[src/logic/spa_params.svh]
// Register offsets, field positions, reset values and timing counts for the setpoint alarm output block.
`ifndef SPA_PARAMS_SVH
`define SPA_PARAMS_SVH
`define SPA_OFS_CTRL 4'h0
`define SPA_OFS_SETPOINT 4'h4
`define SPA_OFS_HYST 4'h8
`define SPA_OFS_DELAY 4'hC
`define SPA_OFS_FORMAT 6'h20
`define SPA_OFS_STATUS 6'h24
`define SPA_CH_AREA_END 6'h20
`define SPA_CTRL_EN 0
`define SPA_CTRL_ACT_LSB 1
`define SPA_CTRL_MODE_LSB 3
`define SPA_CTRL_DISP 5
`define SPA_CTRL_STBY 6
`define SPA_CTRL_PROBE 7
`define SPA_DLY_OFF_LSB 16
`define SPA_CTRL_RST 8'h00
`define SPA_SP_RST 18'h00000
`define SPA_HY_RST 17'h00000
`define SPA_DLY_RST 13'h0000
`define SPA_FMT_RST 3'h0
`define SPA_SP_MIN (-19999)
`define SPA_SP_MAX 99999
`define SPA_DLY_MAX_TENTHS 13'h176F
`define SPA_CLK_HZ 25000000
`define SPA_TICK_MS 100
`define SPA_TICK_CYCLES ((`SPA_CLK_HZ / 1000) * `SPA_TICK_MS)
`endif

[src/logic/spa_pkg.sv]
// Types shared by the setpoint alarm output block.
package spa_pkg;
   typedef enum logic [1:0] {
      SPA_HIGH_ACT_BALANCED,
      SPA_LOW_ACT_BALANCED,
      SPA_HIGH_ACT_UNBALANCED,
      SPA_LOW_ACT_UNBALANCED
   } spa_action_t;
   typedef enum logic [1:0] {
      SPA_AUTO_CLEAR,
      SPA_LATCH_IMMEDIATE_CLEAR,
      SPA_LATCH_DEFERRED_CLEAR
   } spa_mode_t;
endpackage

[src/logic/spa_top.sv]
// Two-channel setpoint alarm output logic with an Avalon-MM register slave.
//
// Chosen here: register access over Avalon-MM and the placing of the registers.
`timescale 1ns/100ps
`include "spa_params.svh"

module spa_top #(
   parameter int NUM_CH = 2,
   parameter int TICK_CYCLES = `SPA_TICK_CYCLES
) (
   input wire logic CORE_CLK,
   input wire logic RSTN,
   input wire logic [5:0] AVS_ADDRESS,
   input wire logic AVS_READ,
   input wire logic AVS_WRITE,
   input wire logic [31:0] AVS_WRITEDATA,
   input wire logic [3:0] AVS_BYTEENABLE,
   output logic [31:0] AVS_READDATA,
   output logic AVS_WAITREQUEST,
   input wire logic signed [17:0] DISPLAY_VALUE,
   input wire logic PROBE_FAIL,
   input wire logic KEY_RESET,
   input wire logic USER_RESET,
   input wire logic KEY_TO_DISPLAY,
   input wire logic USER_TO_DISPLAY,
   input wire logic INPUT_SHOWN,
   output logic [1:0] RELAY_OUT
);

   // Configuration registers, one set per channel except the shared format register.
   logic [7:0] ctrl_reg [NUM_CH];
   logic [7:0] ctrl_next [NUM_CH];
   logic signed [17:0] sp_reg [NUM_CH];
   logic signed [17:0] sp_next [NUM_CH];
   logic [16:0] hy_reg [NUM_CH];
   logic [16:0] hy_next [NUM_CH];
   logic [12:0] don_reg [NUM_CH];
   logic [12:0] don_next [NUM_CH];
   logic [12:0] doff_reg [NUM_CH];
   logic [12:0] doff_next [NUM_CH];
   logic [2:0] fmt_reg;
   logic [2:0] fmt_next;
   logic wait_reg;
   logic wait_next;
   logic [31:0] rdata_reg;
   logic [31:0] rdata_next;

   // Channel run state.
   logic [NUM_CH-1:0] out_reg;
   logic [NUM_CH-1:0] out_next;
   logic [NUM_CH-1:0] dem_reg;
   logic [NUM_CH-1:0] dem_next;
   logic [NUM_CH-1:0] blk_reg;
   logic [NUM_CH-1:0] blk_next;
   logic [NUM_CH-1:0] pend_reg;
   logic [NUM_CH-1:0] pend_next;
   logic [NUM_CH-1:0] stby_reg;
   logic [NUM_CH-1:0] stby_next;
   logic [12:0] tmr_reg [NUM_CH];
   logic [12:0] tmr_next [NUM_CH];
   logic [31:0] pre_reg;
   logic [31:0] pre_next;
   logic [1:0] relay_reg;
   logic [1:0] relay_next;
   logic tick;
   logic [NUM_CH-1:0] rst_evt;
   logic [NUM_CH-1:0] want;

   // Merges write data into an old word under the byte enables.
   function automatic logic [31:0] be_merge(input logic [31:0] old, input logic [31:0] wd,
                                            input logic [3:0] be);
      logic [31:0] r;
      r = old;
      for (int b = 0; b < 4; b++) begin
         if (be[b]) begin
            r[b*8 +: 8] = wd[b*8 +: 8];
         end
      end
      return r;
   endfunction

   // Clamps a written delay to the longest programmable value of 599.9 s.
   function automatic logic [12:0] dly_clamp(input logic [12:0] d);
      return (d > `SPA_DLY_MAX_TENTHS) ? `SPA_DLY_MAX_TENTHS : d;
   endfunction

   // Clamps a written setpoint into the accepted signed range.
   function automatic logic signed [17:0] sp_clamp(input logic [17:0] d);
      logic signed [17:0] s;
      s = $signed(d);
      if (s < 18'(`SPA_SP_MIN)) begin
         return 18'(`SPA_SP_MIN);
      end else if (s > 18'(`SPA_SP_MAX)) begin
         return 18'(`SPA_SP_MAX);
      end
      return s;
   endfunction

   // Returns {on_cond, off_cond} for one channel; the band is in display counts, so no scaling is needed.
   function automatic logic [1:0] trig(input spa_pkg::spa_action_t act, input logic signed [17:0] v,
                                       input logic signed [17:0] sp, input logic [16:0] h);
      logic signed [19:0] ve;
      logic signed [19:0] se;
      logic signed [19:0] he;
      logic signed [19:0] hh;
      logic on_c;
      logic off_c;
      ve = {{2{v[17]}}, v};
      se = {{2{sp[17]}}, sp};
      he = {3'h0, h};
      hh = {4'h0, h[16:1]};
      case (act)
         spa_pkg::SPA_HIGH_ACT_BALANCED: begin
            on_c = ve >= se + hh;
            off_c = ve <= se - hh;
         end
         spa_pkg::SPA_LOW_ACT_BALANCED: begin
            on_c = ve <= se - hh;
            off_c = ve >= se + hh;
         end
         spa_pkg::SPA_HIGH_ACT_UNBALANCED: begin
            on_c = ve >= se;
            off_c = ve <= se - he;
         end
         default: begin
            on_c = ve <= se;
            off_c = ve >= se + he;
         end
      endcase
      return {on_c, off_c};
   endfunction

   // Bus slave: a request is answered one cycle after it is seen, so waitrequest can come from a flop.
   always_comb begin
      logic [31:0] cur;
      logic [31:0] wd;
      int ch;
      cur = 32'h0000_0000;
      wd = 32'h0000_0000;
      ch = int'(AVS_ADDRESS[4]);
      ctrl_next = ctrl_reg;
      sp_next = sp_reg;
      hy_next = hy_reg;
      don_next = don_reg;
      doff_next = doff_reg;
      fmt_next = fmt_reg;
      wait_next = 1'b1;
      rdata_next = rdata_reg;
      if (AVS_ADDRESS < `SPA_CH_AREA_END) begin
         case ({AVS_ADDRESS[3:2], 2'b00})
            `SPA_OFS_CTRL: cur = {24'h00_0000, ctrl_reg[ch]};
            `SPA_OFS_SETPOINT: cur = {{14{sp_reg[ch][17]}}, sp_reg[ch]};
            `SPA_OFS_HYST: cur = {15'h0000, hy_reg[ch]};
            default: cur = {3'h0, doff_reg[ch], 3'h0, don_reg[ch]};
         endcase
      end else if ({AVS_ADDRESS[5:2], 2'b00} == `SPA_OFS_FORMAT) begin
         cur = {29'h0000_0000, fmt_reg};
      end else if ({AVS_ADDRESS[5:2], 2'b00} == `SPA_OFS_STATUS) begin
         cur = {22'h00_0000, relay_reg, pend_reg, stby_reg, dem_reg, out_reg};
      end
      if ((AVS_READ || AVS_WRITE) && wait_reg) begin
         wait_next = 1'b0;
         rdata_next = AVS_READ ? cur : 32'h0000_0000;
      end
      wd = be_merge(cur, AVS_WRITEDATA, AVS_BYTEENABLE);
      if (AVS_WRITE && !wait_reg) begin
         if (AVS_ADDRESS < `SPA_CH_AREA_END) begin
            case ({AVS_ADDRESS[3:2], 2'b00})
               `SPA_OFS_CTRL: ctrl_next[ch] = wd[7:0];
               `SPA_OFS_SETPOINT: sp_next[ch] = sp_clamp(wd[17:0]);
               `SPA_OFS_HYST: hy_next[ch] = wd[16:0];
               default: begin
                  don_next[ch] = dly_clamp(wd[12:0]);
                  doff_next[ch] = dly_clamp(wd[`SPA_DLY_OFF_LSB +: 13]);
               end
            endcase
         end else if ({AVS_ADDRESS[5:2], 2'b00} == `SPA_OFS_FORMAT) begin
            fmt_next = wd[2:0];
         end
      end
   end

   // Registers of the bus slave and the configuration.
   always_ff @(posedge CORE_CLK or negedge RSTN) begin
      if (!RSTN) begin
         for (int i = 0; i < NUM_CH; i++) begin
            ctrl_reg[i] <= `SPA_CTRL_RST;
            sp_reg[i] <= `SPA_SP_RST;
            hy_reg[i] <= `SPA_HY_RST;
            don_reg[i] <= `SPA_DLY_RST;
            doff_reg[i] <= `SPA_DLY_RST;
         end
         fmt_reg <= `SPA_FMT_RST;
         wait_reg <= 1'b1;
         rdata_reg <= 32'h0000_0000;
      end else begin
         ctrl_reg <= ctrl_next;
         sp_reg <= sp_next;
         hy_reg <= hy_next;
         don_reg <= don_next;
         doff_reg <= doff_next;
         fmt_reg <= fmt_next;
         wait_reg <= wait_next;
         rdata_reg <= rdata_next;
      end
   end

   assign AVS_WAITREQUEST = wait_reg;
   assign AVS_READDATA = rdata_reg;
   assign RELAY_OUT = relay_reg;

   // Channel logic; the tenth-second prescaler is shared so both channels tick together.
   always_comb begin
      spa_pkg::spa_action_t act;
      spa_pkg::spa_mode_t mode;
      logic [1:0] tr;
      logic en;
      logic inhibit;
      logic pend_eff;
      logic manual;
      logic disp;
      logic stby_on;
      act = spa_pkg::SPA_HIGH_ACT_BALANCED;
      mode = spa_pkg::SPA_AUTO_CLEAR;
      tr = 2'b00;
      en = 1'b0;
      inhibit = 1'b0;
      pend_eff = 1'b0;
      stby_on = 1'b0;
      tick = pre_reg == 32'(TICK_CYCLES - 1);
      pre_next = tick ? 32'h0000_0000 : pre_reg + 32'h0000_0001;
      manual = (KEY_RESET && !KEY_TO_DISPLAY) || (USER_RESET && !USER_TO_DISPLAY);
      disp = INPUT_SHOWN && ((KEY_RESET && KEY_TO_DISPLAY) || (USER_RESET && USER_TO_DISPLAY));
      for (int i = 0; i < NUM_CH; i++) begin
         act = spa_pkg::spa_action_t'(ctrl_reg[i][`SPA_CTRL_ACT_LSB +: 2]);
         mode = spa_pkg::spa_mode_t'(ctrl_reg[i][`SPA_CTRL_MODE_LSB +: 2]);
         en = ctrl_reg[i][`SPA_CTRL_EN];
         tr = trig(act, DISPLAY_VALUE, sp_reg[i], hy_reg[i]);
         rst_evt[i] = manual || (disp && ctrl_reg[i][`SPA_CTRL_DISP]);
         dem_next[i] = tr[1] ? 1'b1 : (tr[0] ? 1'b0 : dem_reg[i]);
         // Standby runs from reset until an enabled channel sees the value off its on side, or its output is on.
         // It is kept while the channel is disabled, because the settings can only be written after reset ends.
         stby_next[i] = stby_reg[i] && !out_reg[i] && (!en || tr[1]);
         stby_on = stby_next[i] && ctrl_reg[i][`SPA_CTRL_STBY];
         blk_next[i] = (blk_reg[i] || (rst_evt[i] && mode != spa_pkg::SPA_LATCH_DEFERRED_CLEAR))
                       && dem_next[i];
         inhibit = blk_next[i] || stby_on;
         pend_eff = pend_reg[i] || rst_evt[i];
         case (mode)
            spa_pkg::SPA_LATCH_IMMEDIATE_CLEAR: want[i] = (dem_next[i] || out_reg[i]) && !inhibit;
            spa_pkg::SPA_LATCH_DEFERRED_CLEAR: begin
               want[i] = (dem_next[i] || (out_reg[i] && !pend_eff)) && !stby_on;
            end
            default: want[i] = dem_next[i] && !inhibit;
         endcase
         out_next[i] = out_reg[i];
         tmr_next[i] = tmr_reg[i];
         if (!en) begin
            out_next[i] = 1'b0;
            tmr_next[i] = 13'h0000;
            blk_next[i] = 1'b0;
         end else if (rst_evt[i] && out_reg[i] && mode != spa_pkg::SPA_LATCH_DEFERRED_CLEAR) begin
            out_next[i] = 1'b0;
            tmr_next[i] = 13'h0000;
         end else if (want[i] == out_reg[i]) begin
            tmr_next[i] = 13'h0000;
         end else if (tmr_reg[i] >= (want[i] ? don_reg[i] : doff_reg[i])) begin
            out_next[i] = want[i];
            tmr_next[i] = 13'h0000;
         end else if (tick) begin
            tmr_next[i] = tmr_reg[i] + 13'h0001;
         end
         pend_next[i] = en && mode == spa_pkg::SPA_LATCH_DEFERRED_CLEAR && pend_eff && out_next[i];
         relay_next[i] = en && (PROBE_FAIL ? ctrl_reg[i][`SPA_CTRL_PROBE] : out_next[i]);
      end
   end

   // Run state registers; reset brings every output up off and drops any pending clear.
   always_ff @(posedge CORE_CLK or negedge RSTN) begin
      if (!RSTN) begin
         out_reg <= '0;
         dem_reg <= '0;
         blk_reg <= '0;
         pend_reg <= '0;
         stby_reg <= '1;
         for (int i = 0; i < NUM_CH; i++) begin
            tmr_reg[i] <= 13'h0000;
         end
         pre_reg <= 32'h0000_0000;
         relay_reg <= 2'b00;
      end else begin
         out_reg <= out_next;
         dem_reg <= dem_next;
         blk_reg <= blk_next;
         pend_reg <= pend_next;
         stby_reg <= stby_next;
         tmr_reg <= tmr_next;
         pre_reg <= pre_next;
         relay_reg <= relay_next;
      end
   end

   // Checks repeated for each channel.
   for (genvar g = 0; g < NUM_CH; g++) begin : g_chk

   end
endmodule

[config.mk]
export PLATFORM = sky130hd
export DESIGN_NAME = spa_top
export DESIGN_NICKNAME = d
export VERILOG_FILES = /design/src/logic/spa_pkg.sv /design/src/logic/spa_top.sv
export VERILOG_INCLUDE_DIRS = /design/src /design/src/logic
export SDC_FILE = /design/constraint.sdc
export NUM_CORES = 1
export LEC_CHECK = 0
export BUFFER_PORTS_ARGS = -buffer_cell sky130_fd_sc_hd__buf_2
export CORE_MARGIN = 3
export CORE_UTILIZATION = 25
export DETAILED_ROUTE_END_ITERATION = 7
export PLACE_DENSITY = 0.5
export RECOVER_POWER = 100
export SYNTH_ARGS = -nofsm -noshare
export SYNTH_HDL_FRONTEND = slang
export SYNTH_SLANG_ARGS = --single-unit
[constraint.sdc]
create_clock -name CORE_CLK -period 18.4 [get_ports CORE_CLK]
set_clock_uncertainty 0.05 [all_clocks]
set_input_delay 3.68 -clock CORE_CLK [delete_from_list [all_inputs] [get_ports CORE_CLK]]
set_output_delay 3.68 -clock CORE_CLK [all_outputs]
set_load 0.05 [all_outputs]
==> metrics.md <==
| Metric | Value |
|---|---|
| Status | `complete, but fails checks` |
| Failing checks | `capacitance limit, slew limit` |
| Routed vias/inst | `around 5` |
| Via Count | `19.78k` |
| Area Growth Syn to Fin | `10.67%` |
| Fmax | `88.21 MHz` |
| Hold_buf cts | `0` |
| Mapped Nets | `just over 3k` |
| Seq cells post-synth | `242` |
| Setup TNS | `0 ns` |
| I/O pin count | `105` |
| Total gr overflow | `0` |
| Rows | `110` |
| Crit path max-delay cell type | `mux2i_1` |
| Worst stage delay on the critical path | `approximately 1.8 ns` |
| DRT antenna net count | `0` |
| Core area | `90420 µm²` |
| Max FFs per register | `36` |
| Fin util | `28.02%` |
| Avg WL per Cell | `between 15 and 20 µm` |
| Final Setup Violations | `0` |
| PD cells | `119.8 nW/µm²` |
| Placement Setup Slack | `7.903 ns` |
| CTS buffer count | `29` |
| Tcrit/Tclk final | `between 60% and 70%` |
| Antenna violations before repair | `7` |
| Most used DFF post-synth | `dfrtp_1` |
| CP startpoint kind | `primary input` |
| First-pass GRT wire length | `118.1 mm` |
| CP Max Fanout | `18` |
| Worst Path Required | `18.85 ns` |
| Mean post-synth cell area | `8.590 µm²` |
| Overall routing resource usage | `16.05%` |
| Kind of end point of the critical path | `flip-flop` |
| Syn Inst Count | `2665` |
| Number of remaining DRC errors | `0` |
| Root Buffer | `clkbuf_16` |
| Clk buf depth | `3` |
| H-Tree Level Count | `1` |
| Routability congestion estimate | `0.8855` |
| Synth warnings | `0` |
| Endpoint arrival time on the critical path | `11.79 ns` |
| Least-Margin Pin Slew | `around 5.6 ns` |
| Leak pwr | `11.20 nW` |
| Final #Nets | `3141` |
| Seq/Total Area, Yosys | `26.47%` |
| Final Non-Filler Cells | `3911` |
| RSZ-0062 raised after global routing | `false` |
| Die area | `95230 µm²` |
| Detailed Place HPWL | `62.17 mm` |
| Post-synthesis cell type count | `97` |
| Max Cap Violations | `7` |
| CP Class | `in -> reg` |
| Vias in the first global route | `18.87k` |
| Largest net degree at the start of global routing | `104` |
| CTS resizes | `0` |
| DIE WIDTH | `308.6 µm` |
| Number of flops mapped to enable cells by yosys | `0` |
| Netlist Area Pre-Place | `around 23000 µm²` |
| R2R depth | `33` |
| Post-synth ARST share | `100.0%` |
| Clk sinks | `242` |
| Hold Path Cell Cnt | `1` |
| Clk_lat worst skew | `0.60 ns` |
| Worst path cell trace | `clkbuf_1 -> ha_1 -> a2111oi_0 -> o21ai_0 -> or4b_1 -> a21boi_0 -> a22oi_1 -> o31ai_1 -> mux2i_1 -> mux2i_1 -> ha_1 -> nor2b_1 -> o21a_1 -> o21a_1 -> o211ai_1 -> a21oi_1 -> o22ai_1 -> inv_1 -> nor2_1 -> o211ai_1 -> nor2_1` |
| Clk slew on worst S/H paths | `0.06 ns` |
| CTS tree | `built` |
| Setup slack after layout | `between 7 and 8 ns` |
| Final slew viol count | `354` |
| DIE HEIGHT | `308.6 µm` |
| Starting Density | `25.32%` |
| Final WL | `78.04 mm` |
| Peak VDD IR | `roughly 0.054 mV` |
| Layout cell share with drive strength beyond 1 | `6.772%` |
| Final hold vios | `0` |
| Slew headroom | `-271.8%` |
| Drt first pass iters | `5` |
| Hold Path Class | `reg -> reg` |
| Iteration-0 DRC Markers | `1546` |
| I/O Buffers | `99` |
| PnR Total Power | `roughly 3 mW` |
| Post-layout min period | `around 11 ns` |
| Setup Buffers After CTS | `0` |
| Placed Instances | `3859` |
==> worst paths after layout <==
path	from	end	slack [ns]
worst max-delay path	DISPLAY_VALUE[17]	tmr_reg[2]	7.06
worst min-delay path	pre_reg[31]	pre_reg[31]	0.42
worst max register to register	sp_reg[1]	tmr_reg[2]	7.71
worst min register to register	pre_reg[31]	pre_reg[31]	0.42
max in group asynchronous	RSTN	sp_reg[33]	7.34
min in group asynchronous	RSTN	tmr_reg[8]	5.10
==> synth_stat cells, types with 20 or more instances <==
master    number  share of area, %
inv_1        161               2.6
nor2_1       208               3.4
nor3_1        57               1.2
a21oi_1      188               4.1
o22ai_1       21              0.57
nand2b_1      42               1.1
xor2_1        59               2.3
mux2i_1       52               2.3
mux2_2        27               1.3
a211oi_1      24              0.79
xnor2_1      112               4.3
or3_1         20              0.55
o31ai_1       28              0.92
nand3_1       79               1.7
nor2b_1       45               1.2
ha_1         349                19
nand4_1       44               1.2
clkbuf_1      72               1.2
nand2_1      242               4.0
dfrtp_1      239                26
o21ai_0      192               4.2
a21o_1        28              0.92
o21a_1        24              0.79
a31oi_1       35              0.96
and3_1        20              0.55
==> critical path, delay by kind of cell <==
kind,cells,cell delay (ns)
buf+inv,2,1.04
compound gates,11,2.92
fa+ha+maj,2,0.82
simple gates,4,1.12
mux,2,2.14
==> layer usage <==
metal  up-vias  GRT usage (%)  part of all wire, %
met4         6          2.898                  2.0
met2       486          25.34                   44
met5         -              0                0.056
met1      9497          23.02                   48
met3        84          2.937                  6.2
li1       9703              -                    -
==> power by group <==
group          switching, mW  internal [mW]  leakage, nW  total (mW)
Clock                  0.251          0.364        0.487       0.615
Sequential             0.135          0.603         3.20       0.738
Combinational          0.978          0.704         7.51        1.68
==> stage by stage <==
step           area [µm²]  hold WS [ns]
6_report            25330        0.4230
5_1_grt             25330        0.4390
3_5_place_dp        24580        0.4178
2_1_floorplan       22890        0.3967
4_1_cts             25570        0.4302
3_3_place_gp        24580        0.4124
==> cells in the final DEF (no fill, tap or decap), types with 53 or more instances in the layout <==
| master | count |
|---|---|
| nand2_1 | 242 |
| buf_2 | 62 |
| dfrtp_1 | 239 |
| nor3_1 | 64 |
| clkbuf_1 | 55 |
| mux2i_1 | 53 |
| inv_1 | 161 |
| xor2_1 | 59 |
| nand3_1 | 80 |
| ha_1 | 349 |
| o21ai_0 | 194 |
| xnor2_1 | 112 |
| nor2_1 | 208 |
| a21oi_1 | 189 |
==> area by class of cell <==
type / instances / area [µm²]
clock inverters: 12 / 181.4
well taps: 1176 / 1471
clock buffers: 37 / 805.8
flip-flops and latches: 242 / 6060
diodes: 3 / 7.507
fillers: 9674 / 65090
multi-input cells: 2155 / 15630
repair buffers: 122 / 565.5
inverters: 164 / 615.6
==> kinds of logic (layout without fill, tap and decap cells) <==
logic type      Yosys count  after routing  share of synthesized area [%]
simple gates            843            843                          17.91
compound gates          686            686                          19.13
fa+ha+maj               357            357                          19.77
buf+inv                 268            335                          4.810
flops                   242            242                          26.47
xor+xnor                171            171                          6.542
mux                      98             98                          5.362
other cells               0              3                              0
Power figures use the tool's default switching activity.
